## config.mk

```make
export PLATFORM = sky130hd
export DESIGN_NAME = fac_core
export DESIGN_NICKNAME = d
export VERILOG_FILES = /design/src/fac_pkg.sv /design/src/fac_core.sv /design/src/fac_event_bits.sv
export SDC_FILE = /design/constraint.sdc
export NUM_CORES = 1
export LEC_CHECK = 0
export BUFFER_PORTS_ARGS = -buffer_cell sky130_fd_sc_hd__buf_2
export CAP_MARGIN = 20
export CORE_ASPECT_RATIO = 1.2
export CORE_MARGIN = 5
export CORE_UTILIZATION = 57
export CTS_CLUSTER_SIZE = 30
export DETAILED_ROUTE_END_ITERATION = 10
export HOLD_SLACK_MARGIN = 0.03
export PLACE_DENSITY = 0.93
export SLEW_MARGIN = 5
export SYNTH_ARGS = -nofsm -noshare
export SYNTH_HDL_FRONTEND = slang
export SYNTH_SLANG_ARGS = --single-unit
```

## constraint.sdc

```tcl
create_clock -name sys_clk -period 4.58 [get_ports sys_clk]
set_clock_uncertainty 0.2 [all_clocks]
set_input_delay 0.229 -clock sys_clk [delete_from_list [all_inputs] [get_ports sys_clk]]
set_output_delay 0.229 -clock sys_clk [all_outputs]
set_load 0.05 [all_outputs]
```

## src/fac_pkg.sv

```systemverilog
// constants and types for the fault address capture block
package fac_pkg;
    localparam int ADDR_W = 12;
    localparam int DATA_W = 32;
    localparam logic [11:0] OFS_MEM_ADDR = 12'hd34;
    localparam logic [11:0] OFS_BUS_ADDR = 12'hd38;
    localparam logic [11:0] OFS_MEM_STAT = 12'hd40;
    localparam logic [11:0] OFS_BUS_STAT = 12'hd44;
    localparam logic [11:0] OFS_HARD_STAT = 12'hd48;
    localparam logic [11:0] OFS_IRQ_STAT = 12'hd50;
    localparam logic [11:0] OFS_IRQ_MASK = 12'hd54;
    localparam int BIT_MEM_VALID = 7;
    localparam int BIT_BUS_VALID = 7;
    localparam int BIT_VECT = 1;
    localparam int EV_MEM = 0;
    localparam int EV_BUS = 1;
    localparam int EV_VECT = 2;
    localparam int NUM_EV = 3;
    localparam logic [31:0] RESET_WORD = 32'h0000_0000;
    localparam logic [31:0] DENY_WORD = 32'h0000_0000;
    localparam logic [2:0] RESET_EV = 3'h0;
    typedef enum logic [2:0] {
        FAC_IDLE = 3'b001,
        FAC_RESP = 3'b010,
        FAC_DONE = 3'b100
    } fac_bus_e;
endpackage

```

## src/fac_core.sv

```systemverilog
// fault address capture unit with avalon register slave
// Contract
// - memory fault loads memory_fault_address with the faulting location
// - unaligned memory fault records the actual faulting address
// - split accesses may record any address within the requested size
// - memory_fault_address valid only while memory_fault_address_valid set
// - bus fault loads bus_fault_address with the faulting location
// - unaligned bus fault records the instruction's requested address
// - bus_fault_address valid only while bus_fault_address_valid set
// - fault address registers reachable only from privileged execution
//
// The Avalon-MM interface to the registers was left to the implementer.
`timescale 1ns/1ns
`default_nettype none
module fac_core
    import fac_pkg::*;
#(
    parameter int AW = fac_pkg::ADDR_W
) (
    input wire logic sys_clk,
    input wire logic rst,
    input wire logic [AW-1:0] avs_address,
    input wire logic avs_read,
    input wire logic avs_write,
    input wire logic [31:0] avs_writedata,
    input wire logic [3:0] avs_byteenable,
    input wire logic avs_privileged,
    output logic [31:0] avs_readdata,
    output logic avs_waitrequest,
    output logic [1:0] avs_response,
    input wire logic mem_fault,
    input wire logic [31:0] mem_fault_actual_addr,
    input wire logic bus_fault,
    input wire logic bus_fault_vector_read,
    input wire logic [31:0] bus_fault_requested_addr,
    output logic hard_fault_req,
    output logic irq
);
    import fac_pkg::*;

    ////////////////////////////////////////////////////////////////////
    // fault capture state
    logic [31:0] mem_addr_reg, mem_addr_next;
    logic [31:0] bus_addr_reg, bus_addr_next;
    logic mem_valid_reg, mem_valid_next;
    logic bus_valid_reg, bus_valid_next;
    logic vect_reg, vect_next;
    logic hard_reg, hard_next;
    logic [NUM_EV-1:0] mask_reg, mask_next;
    logic [NUM_EV-1:0] ev_set, ev_clr, ev_bits;
    logic wr_take, rd_take, priv_ok;
    logic [31:0] wmask;

    fac_bus_e state_reg, state_next;
    logic [31:0] rdata_reg, rdata_next;
    logic [1:0] resp_reg, resp_next;

    always_comb begin
        for (int i = 0; i < 4; i++) begin
            wmask[i*8 +: 8] = {8{avs_byteenable[i]}};
        end
    end

    // write lands at the edge where waitrequest is seen low
    assign wr_take = (state_reg == FAC_RESP) && avs_write;
    assign rd_take = (state_reg == FAC_IDLE) && avs_read && !avs_write;
    assign priv_ok = avs_privileged;

    always_comb begin
        mem_addr_next = mem_addr_reg;
        bus_addr_next = bus_addr_reg;
        mem_valid_next = mem_valid_reg;
        bus_valid_next = bus_valid_reg;
        vect_next = vect_reg;
        hard_next = bus_fault && bus_fault_vector_read;
        mask_next = mask_reg;
        if (wr_take && priv_ok) begin
            case (avs_address)
                OFS_MEM_ADDR[AW-1:0]: begin
                    mem_addr_next = (mem_addr_reg & ~wmask) | (avs_writedata & wmask);
                end
                OFS_BUS_ADDR[AW-1:0]: begin
                    bus_addr_next = (bus_addr_reg & ~wmask) | (avs_writedata & wmask);
                end
                OFS_MEM_STAT[AW-1:0]: begin
                    if (avs_byteenable[0] && avs_writedata[BIT_MEM_VALID]) begin
                        mem_valid_next = 1'b0;
                    end
                end
                OFS_BUS_STAT[AW-1:0]: begin
                    if (avs_byteenable[0] && avs_writedata[BIT_BUS_VALID]) begin
                        bus_valid_next = 1'b0;
                    end
                end
                OFS_HARD_STAT[AW-1:0]: begin
                    if (avs_byteenable[0] && avs_writedata[BIT_VECT]) begin
                        vect_next = 1'b0;
                    end
                end
                OFS_IRQ_MASK[AW-1:0]: begin
                    if (avs_byteenable[0]) begin
                        mask_next = avs_writedata[NUM_EV-1:0];
                    end
                end
                default: begin
                end
            endcase
        end
        if (mem_fault) begin
            mem_addr_next = mem_fault_actual_addr;
            mem_valid_next = 1'b1;
        end
        if (bus_fault) begin
            bus_addr_next = bus_fault_requested_addr;
            bus_valid_next = 1'b1;
        end
        // vector read fault flag, set wins
        if (bus_fault && bus_fault_vector_read) begin
            vect_next = 1'b1;
        end
    end

    always_ff @(posedge sys_clk) begin
        if (rst) begin
            mem_addr_reg <= RESET_WORD;
            bus_addr_reg <= RESET_WORD;
            mem_valid_reg <= 1'b0;
            bus_valid_reg <= 1'b0;
            vect_reg <= 1'b0;
            hard_reg <= 1'b0;
            mask_reg <= RESET_EV;
        end else begin
            mem_addr_reg <= mem_addr_next;
            bus_addr_reg <= bus_addr_next;
            mem_valid_reg <= mem_valid_next;
            bus_valid_reg <= bus_valid_next;
            vect_reg <= vect_next;
            hard_reg <= hard_next;
            mask_reg <= mask_next;
        end
    end

    // vector fault always escalates to hard fault
    assign hard_fault_req = hard_reg;

    ////////////////////////////////////////////////////////////////////
    // interrupt status
    assign ev_set[EV_MEM] = mem_fault;
    assign ev_set[EV_BUS] = bus_fault;
    assign ev_set[EV_VECT] = bus_fault && bus_fault_vector_read;
    assign ev_clr = (wr_take && priv_ok && avs_address == OFS_IRQ_STAT[AW-1:0]
        && avs_byteenable[0]) ? avs_writedata[NUM_EV-1:0] : '0;

    fac_event_bits #(
        .N(NUM_EV)
    ) u_events (
        .sys_clk(sys_clk),
        .rst(rst),
        .set_in(ev_set),
        .clr_in(ev_clr),
        .bits_out(ev_bits)
    );

    assign irq = |(ev_bits & mask_reg);

    ////////////////////////////////////////////////////////////////////
    // avalon slave: one wait cycle, answer in the second
    always_comb begin
        state_next = state_reg;
        rdata_next = rdata_reg;
        resp_next = resp_reg;
        case (state_reg)
            FAC_IDLE: begin
                if (avs_read || avs_write) begin
                    state_next = FAC_RESP;
                    resp_next = 2'h0;
                    rdata_next = DENY_WORD;
                    if (!priv_ok) begin
                        resp_next = 2'h2;
                    end else if (rd_take) begin
                        case (avs_address)
                            OFS_MEM_ADDR[AW-1:0]: rdata_next = mem_addr_reg;
                            OFS_BUS_ADDR[AW-1:0]: rdata_next = bus_addr_reg;
                            OFS_MEM_STAT[AW-1:0]: rdata_next = 32'(mem_valid_reg) << BIT_MEM_VALID;
                            OFS_BUS_STAT[AW-1:0]: rdata_next = 32'(bus_valid_reg) << BIT_BUS_VALID;
                            OFS_HARD_STAT[AW-1:0]: rdata_next = 32'(vect_reg) << BIT_VECT;
                            OFS_IRQ_STAT[AW-1:0]: rdata_next = 32'(ev_bits);
                            OFS_IRQ_MASK[AW-1:0]: rdata_next = 32'(mask_reg);
                            default: resp_next = 2'h3;
                        endcase
                    end
                end
            end
            FAC_RESP: begin
                state_next = FAC_DONE;
            end
            FAC_DONE: begin
                state_next = FAC_IDLE;
            end
            default: begin
                state_next = FAC_IDLE;
            end
        endcase
    end

    always_ff @(posedge sys_clk) begin
        if (rst) begin
            state_reg <= FAC_IDLE;
            rdata_reg <= RESET_WORD;
            resp_reg <= 2'h0;
        end else begin
            state_reg <= state_next;
            rdata_reg <= rdata_next;
            resp_reg <= resp_next;
        end
    end

    assign avs_waitrequest = (state_reg != FAC_RESP);
    assign avs_readdata = rdata_reg;
    assign avs_response = resp_reg;

    ////////////////////////////////////////////////////////////////////
    // checks
    a_mem_capture: assert property (@(posedge sys_clk) disable iff (rst)
        mem_fault |=> (mem_addr_reg == $past(mem_fault_actual_addr)) && mem_valid_reg)
        else $error("memory fault address not captured");
    a_bus_capture: assert property (@(posedge sys_clk) disable iff (rst)
        bus_fault |=> (bus_addr_reg == $past(bus_fault_requested_addr)) && bus_valid_reg)
        else $error("bus fault address not captured");
    a_vect_hard: assert property (@(posedge sys_clk) disable iff (rst)
        (bus_fault && bus_fault_vector_read) |=> vect_reg && hard_fault_req)
        else $error("vector read fault not flagged");
    a_unpriv_deny: assert property (@(posedge sys_clk) disable iff (rst)
        (state_reg == FAC_IDLE && avs_read && !avs_privileged)
        |=> ##0 (avs_response == 2'h2 && avs_readdata == 32'h0000_0000))
        else $error("unprivileged access not refused");
    a_unpriv_hold: assert property (@(posedge sys_clk) disable iff (rst)
        (state_reg == FAC_RESP && avs_write && !avs_privileged && !mem_fault)
        |=> $stable(mem_addr_reg))
        else $error("unprivileged write changed an address");
    a_mem_valid: assert property (@(posedge sys_clk) disable iff (rst)
        $rose(mem_valid_reg) |-> $past(mem_fault))
        else $error("memory valid set without fault");
    a_bus_valid: assert property (@(posedge sys_clk) disable iff (rst)
        $rose(bus_valid_reg) |-> $past(bus_fault))
        else $error("bus valid set without fault");
    a_wait_one: assert property (@(posedge sys_clk) disable iff (rst)
        (state_reg == FAC_IDLE && (avs_read || avs_write)) |-> avs_waitrequest ##1 !avs_waitrequest)
        else $error("slave answer not after one wait cycle");
    a_irq_mask: assert property (@(posedge sys_clk) disable iff (rst)
        (mask_reg == 3'h0) |-> !irq)
        else $error("interrupt high while all masked");

    // capture registers only move on a fault or a privileged write
    a_mem_hold: assert property (@(posedge sys_clk) disable iff (rst)
        (!mem_fault && !(wr_take && priv_ok && avs_address == OFS_MEM_ADDR[AW-1:0]))
        |=> $stable(mem_addr_reg))
        else $error("memory fault address moved without cause");
    a_bus_hold: assert property (@(posedge sys_clk) disable iff (rst)
        (!bus_fault && !(wr_take && priv_ok && avs_address == OFS_BUS_ADDR[AW-1:0]))
        |=> $stable(bus_addr_reg))
        else $error("bus fault address moved without cause");

    // valid and vector flags clear on a write of one
    a_mem_clear: assert property (@(posedge sys_clk) disable iff (rst)
        (wr_take && priv_ok && avs_address == OFS_MEM_STAT[AW-1:0] && avs_byteenable[0]
        && avs_writedata[BIT_MEM_VALID] && !mem_fault) |=> !mem_valid_reg)
        else $error("memory valid not cleared by write of one");
    a_bus_clear: assert property (@(posedge sys_clk) disable iff (rst)
        (wr_take && priv_ok && avs_address == OFS_BUS_STAT[AW-1:0] && avs_byteenable[0]
        && avs_writedata[BIT_BUS_VALID] && !bus_fault) |=> !bus_valid_reg)
        else $error("bus valid not cleared by write of one");
    a_vect_clear: assert property (@(posedge sys_clk) disable iff (rst)
        (wr_take && priv_ok && avs_address == OFS_HARD_STAT[AW-1:0] && avs_byteenable[0]
        && avs_writedata[BIT_VECT] && !(bus_fault && bus_fault_vector_read)) |=> !vect_reg)
        else $error("vector flag not cleared by write of one");
    a_vect_source: assert property (@(posedge sys_clk) disable iff (rst)
        $rose(vect_reg) |-> $past(bus_fault && bus_fault_vector_read))
        else $error("vector flag set without vector read fault");
    a_hard_source: assert property (@(posedge sys_clk) disable iff (rst)
        hard_fault_req |-> $past(bus_fault && bus_fault_vector_read))
        else $error("hard fault request without vector read fault");

    // refused writes and bus answer timing
    a_unpriv_bus: assert property (@(posedge sys_clk) disable iff (rst)
        (state_reg == FAC_RESP && avs_write && !avs_privileged && !bus_fault)
        |=> $stable(bus_addr_reg))
        else $error("unprivileged write changed the bus fault address");
    a_unpriv_mask: assert property (@(posedge sys_clk) disable iff (rst)
        (state_reg == FAC_RESP && avs_write && !avs_privileged) |=> $stable(mask_reg))
        else $error("unprivileged write changed the mask");
    a_read_stands: assert property (@(posedge sys_clk) disable iff (rst)
        (state_reg == FAC_DONE) |-> $stable(avs_readdata) && $stable(avs_response))
        else $error("answer did not stand after the answer cycle");
    a_done_wait: assert property (@(posedge sys_clk) disable iff (rst)
        (state_reg == FAC_DONE) |-> avs_waitrequest)
        else $error("waitrequest low in the idle gap");
    a_state_onehot: assert property (@(posedge sys_clk) disable iff (rst)
        $onehot(state_reg))
        else $error("bus state not one-hot");

    // interrupt mask and event path
    a_mask_write: assert property (@(posedge sys_clk) disable iff (rst)
        (wr_take && priv_ok && avs_address == OFS_IRQ_MASK[AW-1:0] && avs_byteenable[0])
        |=> mask_reg == $past(avs_writedata[NUM_EV-1:0]))
        else $error("mask write not taken");
    a_irq_event: assert property (@(posedge sys_clk) disable iff (rst)
        (mem_fault && mask_reg[EV_MEM] && !wr_take) |=> irq)
        else $error("unmasked memory fault raised no interrupt");
endmodule
`default_nettype wire

```

## src/fac_event_bits.sv

```systemverilog
// sticky event bits with write-one-to-clear, set wins over clear
`timescale 1ns/1ns
`default_nettype none
module fac_event_bits #(
    parameter int N = 3
) (
    input wire logic sys_clk,
    input wire logic rst,
    input wire logic [N-1:0] set_in,
    input wire logic [N-1:0] clr_in,
    output logic [N-1:0] bits_out
);
    logic [N-1:0] bits_reg;
    logic [N-1:0] bits_next;

    genvar g;
    generate
        for (g = 0; g < N; g++) begin : g_bit
            always_comb begin
                bits_next[g] = set_in[g] | (bits_reg[g] & ~clr_in[g]);
            end
        end
    endgenerate

    always_ff @(posedge sys_clk) begin
        if (rst) begin
            bits_reg <= '0;
        end else begin
            bits_reg <= bits_next;
        end
    end

    assign bits_out = bits_reg;

    a_set_wins: assert property (@(posedge sys_clk) disable iff (rst)
        (set_in != '0) |=> ((bits_out & $past(set_in)) == $past(set_in)))
        else $error("event bit lost while set and clear coincide");
endmodule
`default_nettype wire

```

==> run summary <==
GRT overflow: 0
die width: 100.5 um
fmax: 0.3499 GHz
Max VDD drop: 0.1990 mV
maximum number of pins on one net before global-route repair: 80
Worst Path Required: 4.60 ns
synth warn: 0
routed wire length: 19600 um
clock slew at reported path FFs: 0.07 ns
crit-path max FO: 37
Hold Path Stages: 3
Post-synth EDFFs: 0
endpoints failing setup: 0
Synth Area in Adders: 0
hpwl dp: 11610 um
clk root buf: clkbuf_16
Hold Path Class: input port to flop
syn_nets: 759
minimum clock period: 2.858 ns
Slew HR: 0.3728
Iter 0 DRT Violations: 802
CTS Hold Bufs: 69
cts repair resizes: 0
Slew @ Worst Pin: 0.9387 ns
drt pass-1 iters: 7
initial antenna violation count: 1
Post-Synth Simple-Gate Area: 0.09134
register area share after synthesis: 0.3966
Antenna Violating Nets Remaining: 0
FF-to-FF Start: state_reg[2]$_SDFFE_PP0P_
Filler cells: 617
Final period util: 0.6240
row count: 39
largest family of logic cells by synthesized area: compound AO/OA/AOI/OAI gates
Final Hold Fails: 0
layout cell share with drive strength beyond 1: 0.2509
RSZ-0062 raised after global routing: false
post-route setup TNS: 0 ns
global-route wire length before repair: 30870 um
Worst setup SP type: input port
Hold Crit Start: rst
TritonCTS Buffers: 9
Synth cell types: 44
routed len/inst: 20.90 um
Power Density: 303.0 nW/um2
P&R area growth vs syn: 31.06%
count of boundary I/O pins: 157
CTS Buffer Depth: 2
Mean Syn Cell Area: 8.768 um2
Max-Cap Viols: 0
WHS: 0.04401 ns
number of I/O port buffers: 156
core area: 9564 um2
Clock Latency Late Sink: 0.36 ns
static leakage: 2.941 nW
Mapped Cells: 639
Worst R2R Setup Slack: 2.22 ns
number of global-route vias before repair: 6350
postcts setup bufs: 0
CTS tree: built
die height: 118.6 um
Crit. End Element: flop
Yosys reg bits: 111
Hold Path End: avs_response[0]$_SDFFE_PP0P_
Synth Area in XOR/XNOR: 0
Mapped Area: 5603 um2
die area: 11920 um2
ys flop type: dfxtp_1
starting density of the core: 0.5858
Async S/R FF share, synth: 0
global placement routability congestion: 0.9556
max-slew violations: 0
worst reg-to-reg path cell count: 4
routed vias/inst: 7.026
type of the worst setup path: input port to flop
Total Routing Usage GR: 0.3168
via count: 6590
status: finished, final reports clean
Sink Count: 111
DRC violations left: 0
Synth Area in Compound Gates: 0.3971
critical path arrival: 2.88 ns
mux contribution to synthesized area: 0.005360
Final nets: 929
Max H-tree Level: 3
layout make-up:
class | count | area (um2) | area share
Inverter | 73 | 274.0 | 0.03731
Timing Repair Buffer | 235 | 1579 | 0.2150
Multi-Input combinational cell | 379 | 2796 | 0.3808
Sequential cell | 111 | 2222 | 0.3026
Tap cell | 123 | 153.9 | 0.02096
Clock inverter | 4 | 70.07 | 0.009542
Clock buffer | 11 | 242.7 | 0.03306
Antenna cell | 2 | 5.005 | 0.0006815
synthesized netlist by cell type (all sizes together) (3+ instances only):
master  count  area [um2]
a21oi       9       45.04
a221oi     69       604.3
a22oi      31       232.7
a311oi      3       26.28
a31oi       8       50.05
a41oi      56       490.5
buf        14       107.6
clkbuf     62       232.7
dfxtp     111        2222
inv        72       270.3
mux2i       3       30.03
nand2      35       131.4
nand2b      5       31.28
nand3       9       45.04
nand3b      4       30.03
nor2       10       37.54
nor2b       3       18.77
nor3        5       25.02
nor3b       3       22.52
nor4b       3       26.28
o21ai      34       170.2
o31ai      64       530.5
or2         3       18.77
critical path, cell delays in order:
cell and delay (ns):
buf_2 0.17, nor2b_1 0.62, nor2b_4 0.90, buf_4 0.39, a41oi_1 0.15, a221oi_1 0.41
metrics by stage:
stage               power, mW  instances  instance area (um2)  worst slack (ns)  utilization
CTS                     2.199        934                 7291             1.863       0.7623
detailed placement      1.333        850                 6287             1.543       0.6574
floorplan               1.224        639                 5603             2.392            -
finish                  2.225        938                 7343             1.722       0.7678
global placement        1.317        849                 6280             1.687       0.6566
global route            2.295        937                 7341             1.572       0.7675
cells by family after synthesis:
family / after synthesis
compound gates: 283
buf+inv: 149
flops: 111
mux: 3
simple gates: 93
cell usage in the layout (no fill, tap or decap), types with 9 or more instances in the layout:
| cell type | instances |
|---|---|
| o31ai_2 | 10 |
| dlygate4sd3_1 | 69 |
| a221oi_1 | 69 |
| buf_2 | 156 |
| nand3_1 | 9 |
| dfxtp_1 | 111 |
| nand2_1 | 35 |
| nor2_1 | 9 |
| clkbuf_16 | 9 |
| o31ai_1 | 54 |
| inv_1 | 72 |
| o21ai_0 | 28 |
| a22oi_1 | 31 |
| a41oi_1 | 56 |
per-layer routing:
layer,routed length (um),track usage,vias to the layer above
met5,0,0,-
li1,-,-,2849
met2,9472,0.5137,542
met3,2141,0.07071,129
met1,6805,0.3693,3070
met4,1183,0.2106,0
report_power, final:
part	switching (mW)	total [mW]	internal [mW]
Clock	0.358	0.848	0.490
Combinational	0.181	0.334	0.153
Sequential	0.0312	1.04	1.01
Total	0.570	2.23	1.66
worst max-delay path by stage:
stage	startpoint	end	slack, ns	cells after the start
5_1_grt	avs_address[3]	flop	1.57	6
3_3_place_gp	avs_address[3]	flop	1.69	6
3_5_place_dp	avs_address[3]	flop	1.54	6
2_1_floorplan	avs_address[1]	flop	2.39	6
4_1_cts	avs_address[3]	flop	1.86	6
6_report	avs_address[3]	flop	1.72	6
(Power assumes the default switching activity.)
